--- src/pkg/rptune_pkg.sv ---
// Purpose: constants and types shared by the repeater port tuning register bank
// Assumes: byte-wide registers at byte offsets on the internal target port
// Notes:   arrays are indexed by the register index constants below
package rptune_pkg;

    // register count and index of each register in the bank
    localparam int unsigned RPT_NUM_REGS   = 4;
    localparam int unsigned RPT_IDX_WIDTH  = 2;
    localparam int unsigned IDX_LEGACY_DS  = 0;
    localparam int unsigned IDX_EMPHASIS   = 1;
    localparam int unsigned IDX_TX_ADJUST  = 2;
    localparam int unsigned IDX_RX_ADJUST  = 3;

    typedef logic [7:0] rptune_byte_type;
    typedef logic [RPT_IDX_WIDTH-1:0] rptune_idx_type;

    // byte offsets, in index order
    localparam rptune_byte_type RPT_OFFSET [RPT_NUM_REGS] = '{8'h73, 8'h77, 8'h78, 8'h79};
    // hardware reset defaults, in index order
    localparam rptune_byte_type RPT_RESET  [RPT_NUM_REGS] = '{8'h83, 8'h00, 8'h0B, 8'h60};
    // implemented bits; reserved bits are held at zero
    localparam rptune_byte_type RPT_MASK   [RPT_NUM_REGS] = '{8'hF7, 8'hF9, 8'h5F, 8'h7F};
    // value returned for an unmapped offset
    localparam rptune_byte_type RPT_UNMAPPED_DATA = 8'h00;

    // legacy disconnect / squelch register fields
    localparam int unsigned LEGACY_DISC_LSB    = 4;
    localparam int unsigned LEGACY_DISC_WIDTH  = 4;
    localparam int unsigned LEGACY_SQ_LSB      = 0;
    localparam int unsigned LEGACY_SQ_WIDTH    = 3;
    // embedded pre-emphasis register fields
    localparam int unsigned EMPH_LEVEL_LSB     = 5;
    localparam int unsigned EMPH_LEVEL_WIDTH   = 3;
    localparam int unsigned EMPH_WIDTH_LSB     = 3;
    localparam int unsigned EMPH_WIDTH_WIDTH   = 2;
    localparam int unsigned CHG_ENABLE_BIT     = 0;
    // embedded transmit adjust register fields
    localparam int unsigned AUTORESUME_OFF_BIT = 6;
    localparam int unsigned EDGE_RATE_LSB      = 3;
    localparam int unsigned EDGE_RATE_WIDTH    = 2;
    localparam int unsigned TX_SWING_LSB       = 0;
    localparam int unsigned TX_SWING_WIDTH     = 3;
    // embedded receive adjust register fields
    localparam int unsigned EMB_SQ_LSB         = 4;
    localparam int unsigned EMB_SQ_WIDTH       = 3;
    localparam int unsigned RX_BOOST_LSB       = 0;
    localparam int unsigned RX_BOOST_WIDTH     = 4;

    // charger detection sequence, gray coded along idle -> detect -> done
    typedef enum logic [1:0] {
        CHG_IDLE   = 2'b00,
        CHG_DETECT = 2'b01,
        CHG_DONE   = 2'b11
    } rptune_chg_state_type;

endpackage : rptune_pkg

--- src/design/rptune_regs.sv ---
// Purpose: tuning register bank of one repeater port, driving static codes
// Assumes: the serial target presents one-cycle read and write strobes
// Notes:   a defaults load replaces every register with its factory value
//
// Overview of operation
// - bits 7-4 of the legacy register hold the disconnect threshold code, reset 8h.
// - bits 2-0 of the legacy register hold the squelch threshold code, reset 3h.
// - a factory one-time-programmable value may replace each register's reset default.
// - bits 7-5 of the pre-emphasis register hold the emphasis level, reset 0h.
// - bits 4-3 of the pre-emphasis register hold the emphasis width, reset 0h.
// - bit 0 of the pre-emphasis register enables charger detection, reset 0.
// - detection starts only with the enable set and a connection announced by the host.
// - when a detection attempt finishes the legacy-bus pull-up is turned on.
// - bit 6 of the transmit adjust register disables autoresume, reset 0.
// - bits 4-3 of the transmit adjust register hold the edge rate code, reset 1h.
// - bits 2-0 of the transmit adjust register hold the swing code, reset 3h.
// - bits 6-4 of the receive adjust register hold the squelch code, reset 6h.
// - bits 3-0 of the receive adjust register hold the receive boost code, reset 0h.
module rptune_regs (
    // clock and reset
    input  wire logic                  clock,
    input  wire logic                  rst_b,
    // register access from the serial target
    input  wire rptune_pkg::rptune_byte_type reg_addr,
    input  wire logic                  reg_write,
    input  wire rptune_pkg::rptune_byte_type reg_wdata,
    input  wire logic                  reg_read,
    output rptune_pkg::rptune_byte_type reg_rdata,
    output logic                       reg_rvalid,
    // factory defaults load
    input  wire logic                  otp_load,
    input  wire rptune_pkg::rptune_byte_type otp_legacy_disconnect_squelch,
    input  wire rptune_pkg::rptune_byte_type otp_embedded_pre_emphasis,
    input  wire rptune_pkg::rptune_byte_type otp_embedded_tx_adjust,
    input  wire rptune_pkg::rptune_byte_type otp_embedded_rx_adjust,
    // legacy side codes
    output logic [3:0]                 legacy_disconnect_level,
    output logic [2:0]                 legacy_squelch_level,
    // embedded side transmit codes
    output logic [2:0]                 embedded_emphasis_level,
    output logic [1:0]                 embedded_emphasis_width,
    output logic [1:0]                 embedded_edge_rate,
    output logic [2:0]                 embedded_tx_swing,
    output logic                       autoresume_disable,
    // embedded side receive codes
    output logic [2:0]                 embedded_squelch_level,
    output logic [3:0]                 embedded_rx_boost,
    // charger detection
    input  wire logic                  peripheral_mode,
    input  wire logic                  soc_connect,
    input  wire logic                  detect_done,
    output logic                       charger_detect_enable,
    output logic                       detect_active,
    output logic                       pullup_enable
);
    import rptune_pkg::*;

    // decoded access: hit flag and register index
    typedef struct packed {
        logic           hit;
        rptune_idx_type idx;
    } rptune_decode_type;

    // register storage, addressed by index
    rptune_byte_type tune_reg      [RPT_NUM_REGS];
    rptune_byte_type next_tune_reg [RPT_NUM_REGS];
    rptune_byte_type otp_value     [RPT_NUM_REGS];

    // read answer
    rptune_byte_type   next_reg_rdata;
    logic              next_reg_rvalid;
    rptune_decode_type wr_dec;
    rptune_decode_type rd_dec;

    // offset to index; shared by the write and read paths
    function automatic rptune_decode_type decode_offset(input rptune_byte_type addr);
        rptune_decode_type result;
        result.hit = 1'b0;
        result.idx = '0;
        for (int i = 0; i < RPT_NUM_REGS; i++) begin
            if (addr == RPT_OFFSET[i]) begin
                result.hit = 1'b1;
                result.idx = rptune_idx_type'(i);
            end
        end
        return result;
    endfunction

    // factory values gathered in index order
    always_comb begin
        otp_value[IDX_LEGACY_DS] = otp_legacy_disconnect_squelch;
        otp_value[IDX_EMPHASIS]  = otp_embedded_pre_emphasis;
        otp_value[IDX_TX_ADJUST] = otp_embedded_tx_adjust;
        otp_value[IDX_RX_ADJUST] = otp_embedded_rx_adjust;
    end

    assign wr_dec = decode_offset(reg_addr);
    assign rd_dec = decode_offset(reg_addr);

    // next register values; a defaults load overrides a write in the same
    // cycle, since software cannot expect a write to survive a reload
    always_comb begin
        for (int i = 0; i < RPT_NUM_REGS; i++) begin
            next_tune_reg[i] = tune_reg[i];
        end
        if (otp_load) begin
            for (int i = 0; i < RPT_NUM_REGS; i++) begin
                next_tune_reg[i] = otp_value[i] & RPT_MASK[i];
            end
        end else if (reg_write && wr_dec.hit) begin
            next_tune_reg[wr_dec.idx] = reg_wdata & RPT_MASK[wr_dec.idx];
        end
    end

    // one storage flop group per register, reset to its hardware default
    generate
        for (genvar g = 0; g < RPT_NUM_REGS; g++) begin : g_reg
            always_ff @(posedge clock or negedge rst_b) begin
                if (!rst_b) begin
                    tune_reg[g] <= RPT_RESET[g];
                end else begin
                    tune_reg[g] <= next_tune_reg[g];
                end
            end
        end
    endgenerate

    // read answer, one cycle after the strobe; unmapped offsets read zero
    always_comb begin
        next_reg_rvalid = reg_read;
        next_reg_rdata  = reg_rdata;
        if (reg_read) begin
            next_reg_rdata = rd_dec.hit ? tune_reg[rd_dec.idx] : RPT_UNMAPPED_DATA;
        end
    end

    // read answer flops; data holds until the next read
    always_ff @(posedge clock or negedge rst_b) begin
        if (!rst_b) begin
            reg_rdata  <= RPT_UNMAPPED_DATA;
            reg_rvalid <= 1'b0;
        end else begin
            reg_rdata  <= next_reg_rdata;
            reg_rvalid <= next_reg_rvalid;
        end
    end

    // legacy side static codes, straight from the storage flops
    assign legacy_disconnect_level =
        tune_reg[IDX_LEGACY_DS][LEGACY_DISC_LSB +: LEGACY_DISC_WIDTH];
    assign legacy_squelch_level    =
        tune_reg[IDX_LEGACY_DS][LEGACY_SQ_LSB +: LEGACY_SQ_WIDTH];

    // embedded side transmit codes and the charger detection enable
    assign embedded_emphasis_level =
        tune_reg[IDX_EMPHASIS][EMPH_LEVEL_LSB +: EMPH_LEVEL_WIDTH];
    assign embedded_emphasis_width =
        tune_reg[IDX_EMPHASIS][EMPH_WIDTH_LSB +: EMPH_WIDTH_WIDTH];
    assign charger_detect_enable   = tune_reg[IDX_EMPHASIS][CHG_ENABLE_BIT];
    assign autoresume_disable      = tune_reg[IDX_TX_ADJUST][AUTORESUME_OFF_BIT];
    assign embedded_edge_rate      =
        tune_reg[IDX_TX_ADJUST][EDGE_RATE_LSB +: EDGE_RATE_WIDTH];
    assign embedded_tx_swing       =
        tune_reg[IDX_TX_ADJUST][TX_SWING_LSB +: TX_SWING_WIDTH];

    // embedded side receive codes
    assign embedded_squelch_level  =
        tune_reg[IDX_RX_ADJUST][EMB_SQ_LSB +: EMB_SQ_WIDTH];
    assign embedded_rx_boost       =
        tune_reg[IDX_RX_ADJUST][RX_BOOST_LSB +: RX_BOOST_WIDTH];

    // detection sequencing; clearing the enable mid-attempt ends it early
    rptune_charger_ctl u_charger (
        .clock           (clock),
        .rst_b           (rst_b),
        .detect_enable   (tune_reg[IDX_EMPHASIS][CHG_ENABLE_BIT]),
        .peripheral_mode (peripheral_mode),
        .soc_connect     (soc_connect),
        .detect_done     (detect_done),
        .detect_active   (detect_active),
        .pullup_enable   (pullup_enable)
    );

endmodule // rptune_regs

--- src/design/rptune_charger_ctl.sv ---
// Purpose: charger detection sequencing and connection pull-up control
// Assumes: analog front end reports the end of a detection attempt on detect_done
// Notes:   outputs are registered decodes of the state
module rptune_charger_ctl (
    // clock and reset
    input  wire logic clock,
    input  wire logic rst_b,
    // controls
    input  wire logic detect_enable,
    input  wire logic peripheral_mode,
    input  wire logic soc_connect,
    input  wire logic detect_done,
    // to the analog front end
    output logic      detect_active,
    output logic      pullup_enable
);
    import rptune_pkg::*;

    rptune_chg_state_type state;
    rptune_chg_state_type next_state;
    logic                 next_detect_active;
    logic                 next_pullup_enable;

    // next state; losing the connection or the mode always returns to idle
    always_comb begin
        next_state = state;
        unique case (state)
            CHG_IDLE: begin
                if (peripheral_mode && soc_connect) begin
                    next_state = detect_enable ? CHG_DETECT : CHG_DONE;
                end
            end
            CHG_DETECT: begin
                if (!peripheral_mode || !soc_connect) begin
                    next_state = CHG_IDLE;
                end else if (detect_done || !detect_enable) begin
                    next_state = CHG_DONE;
                end
            end
            CHG_DONE: begin
                if (!peripheral_mode || !soc_connect) begin
                    next_state = CHG_IDLE;
                end
            end
            default: begin
                next_state = CHG_IDLE;
            end
        endcase
        next_detect_active = (next_state == CHG_DETECT);
        next_pullup_enable = (next_state == CHG_DONE);
    end

    // state and output flops
    always_ff @(posedge clock or negedge rst_b) begin
        if (!rst_b) begin
            state         <= CHG_IDLE;
            detect_active <= 1'b0;
            pullup_enable <= 1'b0;
        end else begin
            state         <= next_state;
            detect_active <= next_detect_active;
            pullup_enable <= next_pullup_enable;
        end
    end

endmodule // rptune_charger_ctl

--- config.mk ---
export PLATFORM = sky130hd
export DESIGN_NAME = rptune_regs
export DESIGN_NICKNAME = d
export VERILOG_FILES = /design/src/pkg/rptune_pkg.sv /design/src/design/rptune_regs.sv /design/src/design/rptune_charger_ctl.sv
export SDC_FILE = /design/constraint.sdc
export NUM_CORES = 1
export LEC_CHECK = 0
export BUFFER_PORTS_ARGS = -buffer_cell sky130_fd_sc_hd__buf_2
export CAP_MARGIN = 15
export CORE_MARGIN = 2
export CORE_UTILIZATION = 39
export CTS_CLUSTER_DIAMETER = 40
export DETAILED_ROUTE_END_ITERATION = 16
export PLACE_DENSITY = 0.69
export SLEW_MARGIN = 25
export SYNTH_ARGS = -nofsm -noshare
export SYNTH_HDL_FRONTEND = slang
export SYNTH_HIERARCHICAL = 1
export SYNTH_SLANG_ARGS = --single-unit
export TNS_END_PERCENT = 30
--- constraint.sdc ---
create_clock -name clock -period 2.07 [get_ports clock]
set_input_delay 0.414 -clock clock [delete_from_list [all_inputs] [get_ports clock]]
set_output_delay 0.414 -clock clock [all_outputs]
set_load 0.005 [all_outputs]
==> results of run 1 <==
## cell type report
type                    instances  area share [%]
flip-flops and latches         45           38.34
multi-input cells             142           36.78
repair buffers                 96           18.33
well taps                      77           3.252
clock buffers                   6           2.449
inverters                       4          0.5068
clock inverters                 2          0.3378
## metrics by stage
step	power, mW	hold slack, ns
6_report	1.829	0.09932
5_1_grt	1.915	0.1277
4_1_cts	1.857	0.1059
3_5_place_dp	1.327	0.4355
3_3_place_gp	1.317	0.4377
2_1_floorplan	1.211	0.1184
## placed cells by master (no fill, tap or decap), types with 2 or more instances in the layout
cell type  synthesis  layout
a21oi_1           14      14
a22oi_1           10      10
a31oi_1           19      19
and2_1             2       2
and4b_1            3       3
buf_12             0       3
buf_2              2      86
buf_4             25       7
clkbuf_8           0       5
clkinv_2           0       2
dfrtp_1           37      37
dfstp_2            8       8
inv_1              4       4
mux2_2            28      28
mux2_4             6       6
nand2_1            8       8
nand3_1            2       2
nand4b_1           2       2
nor2b_1           19      19
nor3b_1            4       4
o21ai_0           14      14
## cells by family after synthesis
group	share of synthesized area [%]
DFF	45.61
muxes	16.27
and+or+nand+nor	12.81
AOI/OAI and AO/OA	14.67
buffers and inverters	10.65
## metal layers
metal	part of all wire, %	GRT usage [%]	routed length (microns)	up-vias
li1	-	-	-	931
met1	43	23.06	2620	945
met2	50	29.45	3017	67
met3	5.4	3.165	327	6
met4	1.2	5.279	72	0
met5	0	0	0	-
## Yosys cell counts, types with 2 or more instances
library cell	instances	area (sq um)
a21oi_1	14	70.07
a22oi_1	10	75.07
a31oi_1	19	118.9
and2_1	2	12.51
and4b_1	3	30.03
buf_2	2	10.01
buf_4	25	187.7
buf_6	2	22.52
clkbuf_1	7	26.28
dfrtp_1	37	925.9
dfstp_2	8	210.2
inv_1	4	15.01
mux2_2	28	315.3
mux2_4	6	90.09
nand2_1	8	30.03
nand3_1	2	10.01
nand4b_1	2	17.52
nor2b_1	19	118.9
nor3b_1	4	30.03
o21ai_0	14	70.07
## worst paths after layout
| kind | endpoint | slack (ns) | cells after the start | from |
|---|---|---|---|---|
| setup / recovery | embedded_rx_boost[3]$_DFFE_PN0P_ | 0.47 | 5 | reg_addr[1] |
| hold / removal | legacy_disconnect_level[1]$_DFFE_PN0P_ | 0.1 | 1 | rst_b |
| setup reg to reg | reg_rdata[3]$_DFFE_PN0P_ | 1.00 | 3 | embedded_rx_boost[3]$_DFFE_PN0P_ |
| hold reg to reg | u_charger/detect_active$_DFF_PN0_ | 0.48 | 1 | u_charger/state[1]$_DFF_PN0_ |
| max in group asynchronous | legacy_squelch_level[0]$_DFFE_PN1P_ | 1.36 | 2 | rst_b |
| min in group clock | u_charger/detect_active$_DFF_PN0_ | 0.31 | 2 | detect_done |
## power groups by stage
stage               registers (mW)  clock network (mW)  logic [mW]
global route                 0.996               0.568       0.351
detailed placement            1.00                   0       0.322
CTS                          0.987               0.546       0.323
finish                       0.987               0.525       0.317
global placement              1.00                   0       0.316
floorplan                    0.993                   0       0.218
## worst max-delay path: cells and delay by family
family | cells | cell delay (ns)
muxes | 2 | 0.64
and+or+nand+nor | 2 | 0.59
buffers and inverters | 1 | 0.14
==> results by group, run 1 <==
Run status
  • Status: completed

Global routing
  • All-layer global routing usage: 17.52%
  • Vias in the first global route: 1950
  • First-pass GRT wire length: between 9000 and 10000 microns
  • Initial antenna violation count: 0
  • Largest net degree at the start of global routing: 28
  • Gr ovfl total: 0

Synthesis
  • Synth Instances: 228
  • FF+latch count, synth: 45
  • Asr flop ratio synth: 100.0%
  • Register area share after synthesis: 45.61%
  • Number of synthesized flops with an enable pin: 0
  • Mapped Area: between 0.002 and 0.0025 sq mm
  • Synth warn: 6
  • Syn_nets: 284
  • Syn_area_per_cell: 10.93 sq um
  • Post-synth cell types: 32
  • Main synth FF type: dfrtp_1

Drt
  • Drt pass-1 iters: 4
  • DRC violations left: 0
  • Via count: 1949
  • Vias per cell: 5.239
  • Routed WL: 6038 microns
  • Routed WL per cell: 16.23 microns
  • Antenna viol nets, final: 0
  • Number of DRC markers in iteration 0: 112

Worst setup path
  • Largest stage delay, worst path: 0.38 ns
  • Slowest cell on the critical path: mux2_2
  • Crit start category: input port
  • WP data arrival: 1.78 ns
  • CP required: about 2.3 ns
  • Crit-path cells: buf_2 > nor3b_4 > nand4_2 > mux2_2 > mux2_2
  • Critical path class: input port to register
  • CP most frequent cell: mux2_2
  • Crit end category: register
  • Crit Path Max Fanout: 8

CTS
  • CTS H-tree lvls: 2
  • Post-CTS sizing: 0
  • Num CTS Buffers: 5
  • TritonCTS clock tree: built
  • Clock buffer depth: 2
  • Clock Sinks: 45
  • Root Buffer: clkbuf_8
  • Post-CTS Setup Bufs: 0
  • CTS Hold Buffers Added: 0
  • Clock Pin Slew Worst Setup and Hold Paths: ~0.080 ns
  • Clk_lat worst skew: 0.29 ns

Timing
  • Final setup TNS: 0 ns
  • Count of pins over their slew limit: 0
  • Tightest Pin Transition: 0.5670 ns
  • Period Utilization, post-route: 77.42%
  • Max_slew headroom: ~62%
  • Worst setup margin: 0.4674 ns
  • Hold Vio Cnt, Final: 0
  • Skew final: 0.003021 ns
  • Fmax: roughly 620 MHz
  • Minimum clock period: 1.603 ns
  • RSZ-0062 raised after global routing: no
  • # setup viols final: 0

Power
  • Total net switching power: 0.4757 mW
  • Logic gate share of total power: 17.3%
  • Flop pwr share: 54.0%
  • PD cells: between 600 and 700 mW/mm^2
  • VDD IR max: 244.5 uV
  • Pleak: about 1.4 nW
  • Int Pwr: 1.353 mW
  • Clk pwr share: 28.7%
  • Switch share: 26.01%

Finish
  • Layout fillers: between 600 and 700
  • Register Area: between 0.001 and 0.0015 sq mm
  • Fin area: about 0.0030 sq mm
  • Antenna cells: 0
  • Area of the multi-input gates: roughly 0.0011 sq mm
  • Final Util: 47.20%
  • P&R area growth vs syn: 18.94%
  • Layout Cells excl Fill: 372
  • Layout cell share with drive strength beyond 1: about half
  • Nets@finish: 350
  • Largest register FFs: 8

Floorplanning
  • Die ar.: 0.007043 sq mm
  • Num rows: 29
  • IO Count: between 90 and 100
  • Die Wd: 83.92 microns
  • Starting Density: approximately two fifths
  • Area of the core: about 0.0063 sq mm
  • Die Y: 83.92 microns

Placement
  • Placed Cells: 364
  • Placed instance area: 0.002880 sq mm
  • PortBufs: 86
  • RePlAce Congestion: ~0.79
  • Dpl ws: about 0.14 ns
  • Hpwl dp: 4514 microns

Run
  • Max_cap viols: 0

Hold path
  • Hold Crit Class: input port to asynchronous set/reset pin
(Power assumes the default switching activity.)
==> run 2, diff against run 1 <==
Settings changed: PLACE_DENSITY 0.69 to 0.71.
Clock period 2.07 ns to 1.3 ns, I/O delays scaled along.
==> run 2 against run 1 <==
Effect of this change: the flow now finishes with violations (negative setup slack); first-iteration DRC count is 18% higher; sequential power grew 59%; clock power is 110% higher; worst hold slack better by 0.048 ns; non-clock buffer count increased by 11; cell count is 3.0% higher; combinational power up 68%; wire length increased by 3.5%; sequential share of layout area decreased by 2.0 points; count of clock-buffer cells in the layout rose by 1; flip-flop and latch count unchanged.
==> results by group, run 2 (synthesized netlist as in run 1, its figures left out) <==
Run status
  • Status: finished, violations left
  • Failing checks: negative setup slack

Timing
  • Max_slew headroom: 79.66% (+17 points)
  • Tightest Pin Transition: 0.3037 ns (-0.2633 ns)
  • Hold Vio Cnt, Final: 0 (unchanged)
  • Worst setup margin: -0.08537 ns (-0.5528 ns)
  • Skew final: 0.006231 ns (+0.003210 ns)
  • # setup viols final: 12 (+12)
  • Fmax: 721.8 MHz
  • Period Utilization, post-route: 106.6%
  • RSZ-0062 raised after global routing: yes
  • Fin Hold WS: 0.1476 ns (+0.04824 ns)
  • Minimum clock period: approximately 1.4 ns
  • Count of pins over their slew limit: 0 (unchanged)

Worst setup path
  • Critical path class: input port to register
  • Crit-path cells: buf_6 > and4b_1 > and4b_1 > buf_12 > mux2_4 > mux2_2
  • WP data arrival: 1.57 ns (-0.21 ns)
  • Crit start category: input port
  • Crit Path Max Fanout: 8 (unchanged)
  • Crit end category: register
  • Slowest cell on the critical path: mux2_4
  • Crit-path leading delay family: multiplexers
  • Critical path buffer and inverter count: 2 (+1)
  • CP required: 1.49 ns (-0.76 ns)
  • Largest stage delay, worst path: 0.29 ns (-0.09 ns)
  • CP most frequent cell: and4b_1

Global routing
  • Vias in the first global route: 2007 (+2.9%)
  • Gr ovfl total: 0 (unchanged)
  • Initial antenna violation count: 0 (unchanged)
  • First-pass GRT wire length: 10030 microns (+3.9%)
  • All-layer global routing usage: 18.35% (+0.83 points)
  • Largest net degree at the start of global routing: 46 (+64%)

Finish
  • Commonest non-fill, non-tap cell in the layout: buf_2
  • Layout fillers: 607 (-2.6%)
  • Commonest non-fill, non-tap cells in the layout: buf_2, dfrtp_1, mux2_2
  • Antenna cells: 0 (unchanged)
  • Largest register FFs: 8 (unchanged)
  • Layout cell share with drive strength beyond 1: 52.61% (+2.1 points)
  • Final Util: 49.77% (+2.6 points)
  • P&R area growth vs syn: 25.41%
  • Nets@finish: 361 (+3.1%)

Power
  • Int Pwr: 2.428 mW (+79%)
  • Pleak: 1.467 nW (+5.0%)
  • Logic gate share of total power: 16.5% (-0.8 points)
  • Total net switching power: 0.7855 mW (+65%)
  • Flop pwr share: 48.9% (-5.1 points)
  • Clk pwr share: 34.6% (+5.9 points)
  • Switch share: 24.44% (-1.6 points)
  • VDD IR max: 485.8 uV (+99%)
  • PD cells: 1029 mW/mm^2 (+67%)

Drt
  • Via count: 2024 (+3.8%)
  • Number of DRC markers in iteration 0: 132 (+18%)
  • Routed WL: 6252 microns (+3.5%)
  • DRC violations left: 0 (unchanged)
  • Antenna viol nets, final: 0 (unchanged)
  • Drt pass-1 iters: 4 (unchanged)
  • Vias per cell: 5.285 (+0.87%)
  • Routed WL per cell: 16.32 microns (+0.57%)

Placement
  • Hpwl dp: 4463 microns (-1.1%)
  • RePlAce Congestion: 0.7725 (-2.3%)
  • PortBufs: 86 (unchanged)

CTS
  • Root Buffer: clkbuf_8
  • Clk_lat worst skew: 0.30 ns (about the same)
  • Clock Sinks: 45 (unchanged)
  • Clock buffer depth: 2 (unchanged)
  • TritonCTS clock tree: built
  • Num CTS Buffers: 5 (unchanged)
  • CTS H-tree lvls: 2 (unchanged)
  • Clock Pin Slew Worst Setup and Hold Paths: 0.08 ns (about the same)

Floorplanning
  • Die Y: 83.92 microns (unchanged)
  • Die ar.: 0.007043 sq mm (unchanged)
  • Area of the core: 0.006277 sq mm (unchanged)
  • Starting Density: 39.69% (unchanged)
  • Num rows: 29 (unchanged)
  • IO Count: 93 (unchanged)
  • Die Wd: 83.92 microns (unchanged)

Run
  • Max_cap viols: 0 (unchanged)

Hold path
  • Hold Crit Class: input port to register
==> run 2: timing repair <==
| action | in CTS | in global routing |
|---|---|---|
| cloned | 0 | 0 |
| hold buffers | 1 | 0 |
| endpoints found under the hold margin | 37 | 0 |
| resized for setup | 0 | 6 |
| buffers inserted | 2 | 0 |
| pin swaps | 2 | 2 |
| endpoints found under the setup margin | 6 | 15 |
==> run 2: final cells by class <==
type	instances	area, sq um	share of cell area [%]
Multi-Input combinational cell	142	1110	35.52
Tap cell	77	96.34	3.084
Sequential cell	45	1136	36.36
Inverter	4	15.01	0.4806
Clock buffer	7	86.33	2.763
Clock inverter	1	30.03	0.9612
Timing Repair Buffer	107	650.6	20.82
==> run 2: worst paths after layout <==
| path | startpoint | endpoint | slack [ns] | cells after the start |
|---|---|---|---|---|
| min | detect_done | u_charger/detect_active$_DFF_PN0_ | 0.15 | 2 |
| max | reg_addr[7] | embedded_edge_rate[1]$_DFFE_PN0P_ | -0.09 | 6 |
| max reg2reg | embedded_tx_swing[2]$_DFFE_PN0P_ | embedded_tx_swing[2]$_DFFE_PN0P_ | 0.25 | 2 |
| min reg2reg | u_charger/state[1]$_DFF_PN0_ | u_charger/detect_active$_DFF_PN0_ | 0.48 | 1 |
| max in group asynchronous | rst_b | embedded_squelch_level[2]$_DFFE_PN1P_ | 0.55 | 3 |
| min in group asynchronous | rst_b | legacy_disconnect_level[1]$_DFFE_PN0P_ | 0.47 | 3 |
==> run 2: power groups by stage <==
stage,combinational (mW),clock (mW),sequential (mW)
floorplan,0.347,0,1.58
global placement,0.514,0,1.59
detailed placement,0.525,0,1.60
CTS,0.531,1.14,1.57
global route,0.590,1.19,1.59
finish,0.531,1.11,1.57
==> run 2: per-stage QoR <==
step	cells	worst slack [ns]	cell area, sq um	TNS, ns	total power [mW]
final	383	-0.08537	3124	-0.5212	3.213
after global routing	383	-0.1100	3124	-0.9119	3.367
after CTS	383	-0.07685	3094	-0.5472	3.241
after detailed placement	372	-0.4236	2953	-8.517	2.122
after global placement	372	-0.3969	2953	-7.722	2.107
after floorplan	228	-0.3038	2491	-3.862	1.928
==> run 2: per-layer routing <==
layer  vias to the layer above  part of all wire (%)  global-route usage, %
li1                        957                     -                      -
met5                         -                     0                      0
met3                         9                   5.5                  4.550
met4                         0                   2.1                  6.598
met2                        61                    48                  30.11
met1                       997                    44                  23.53
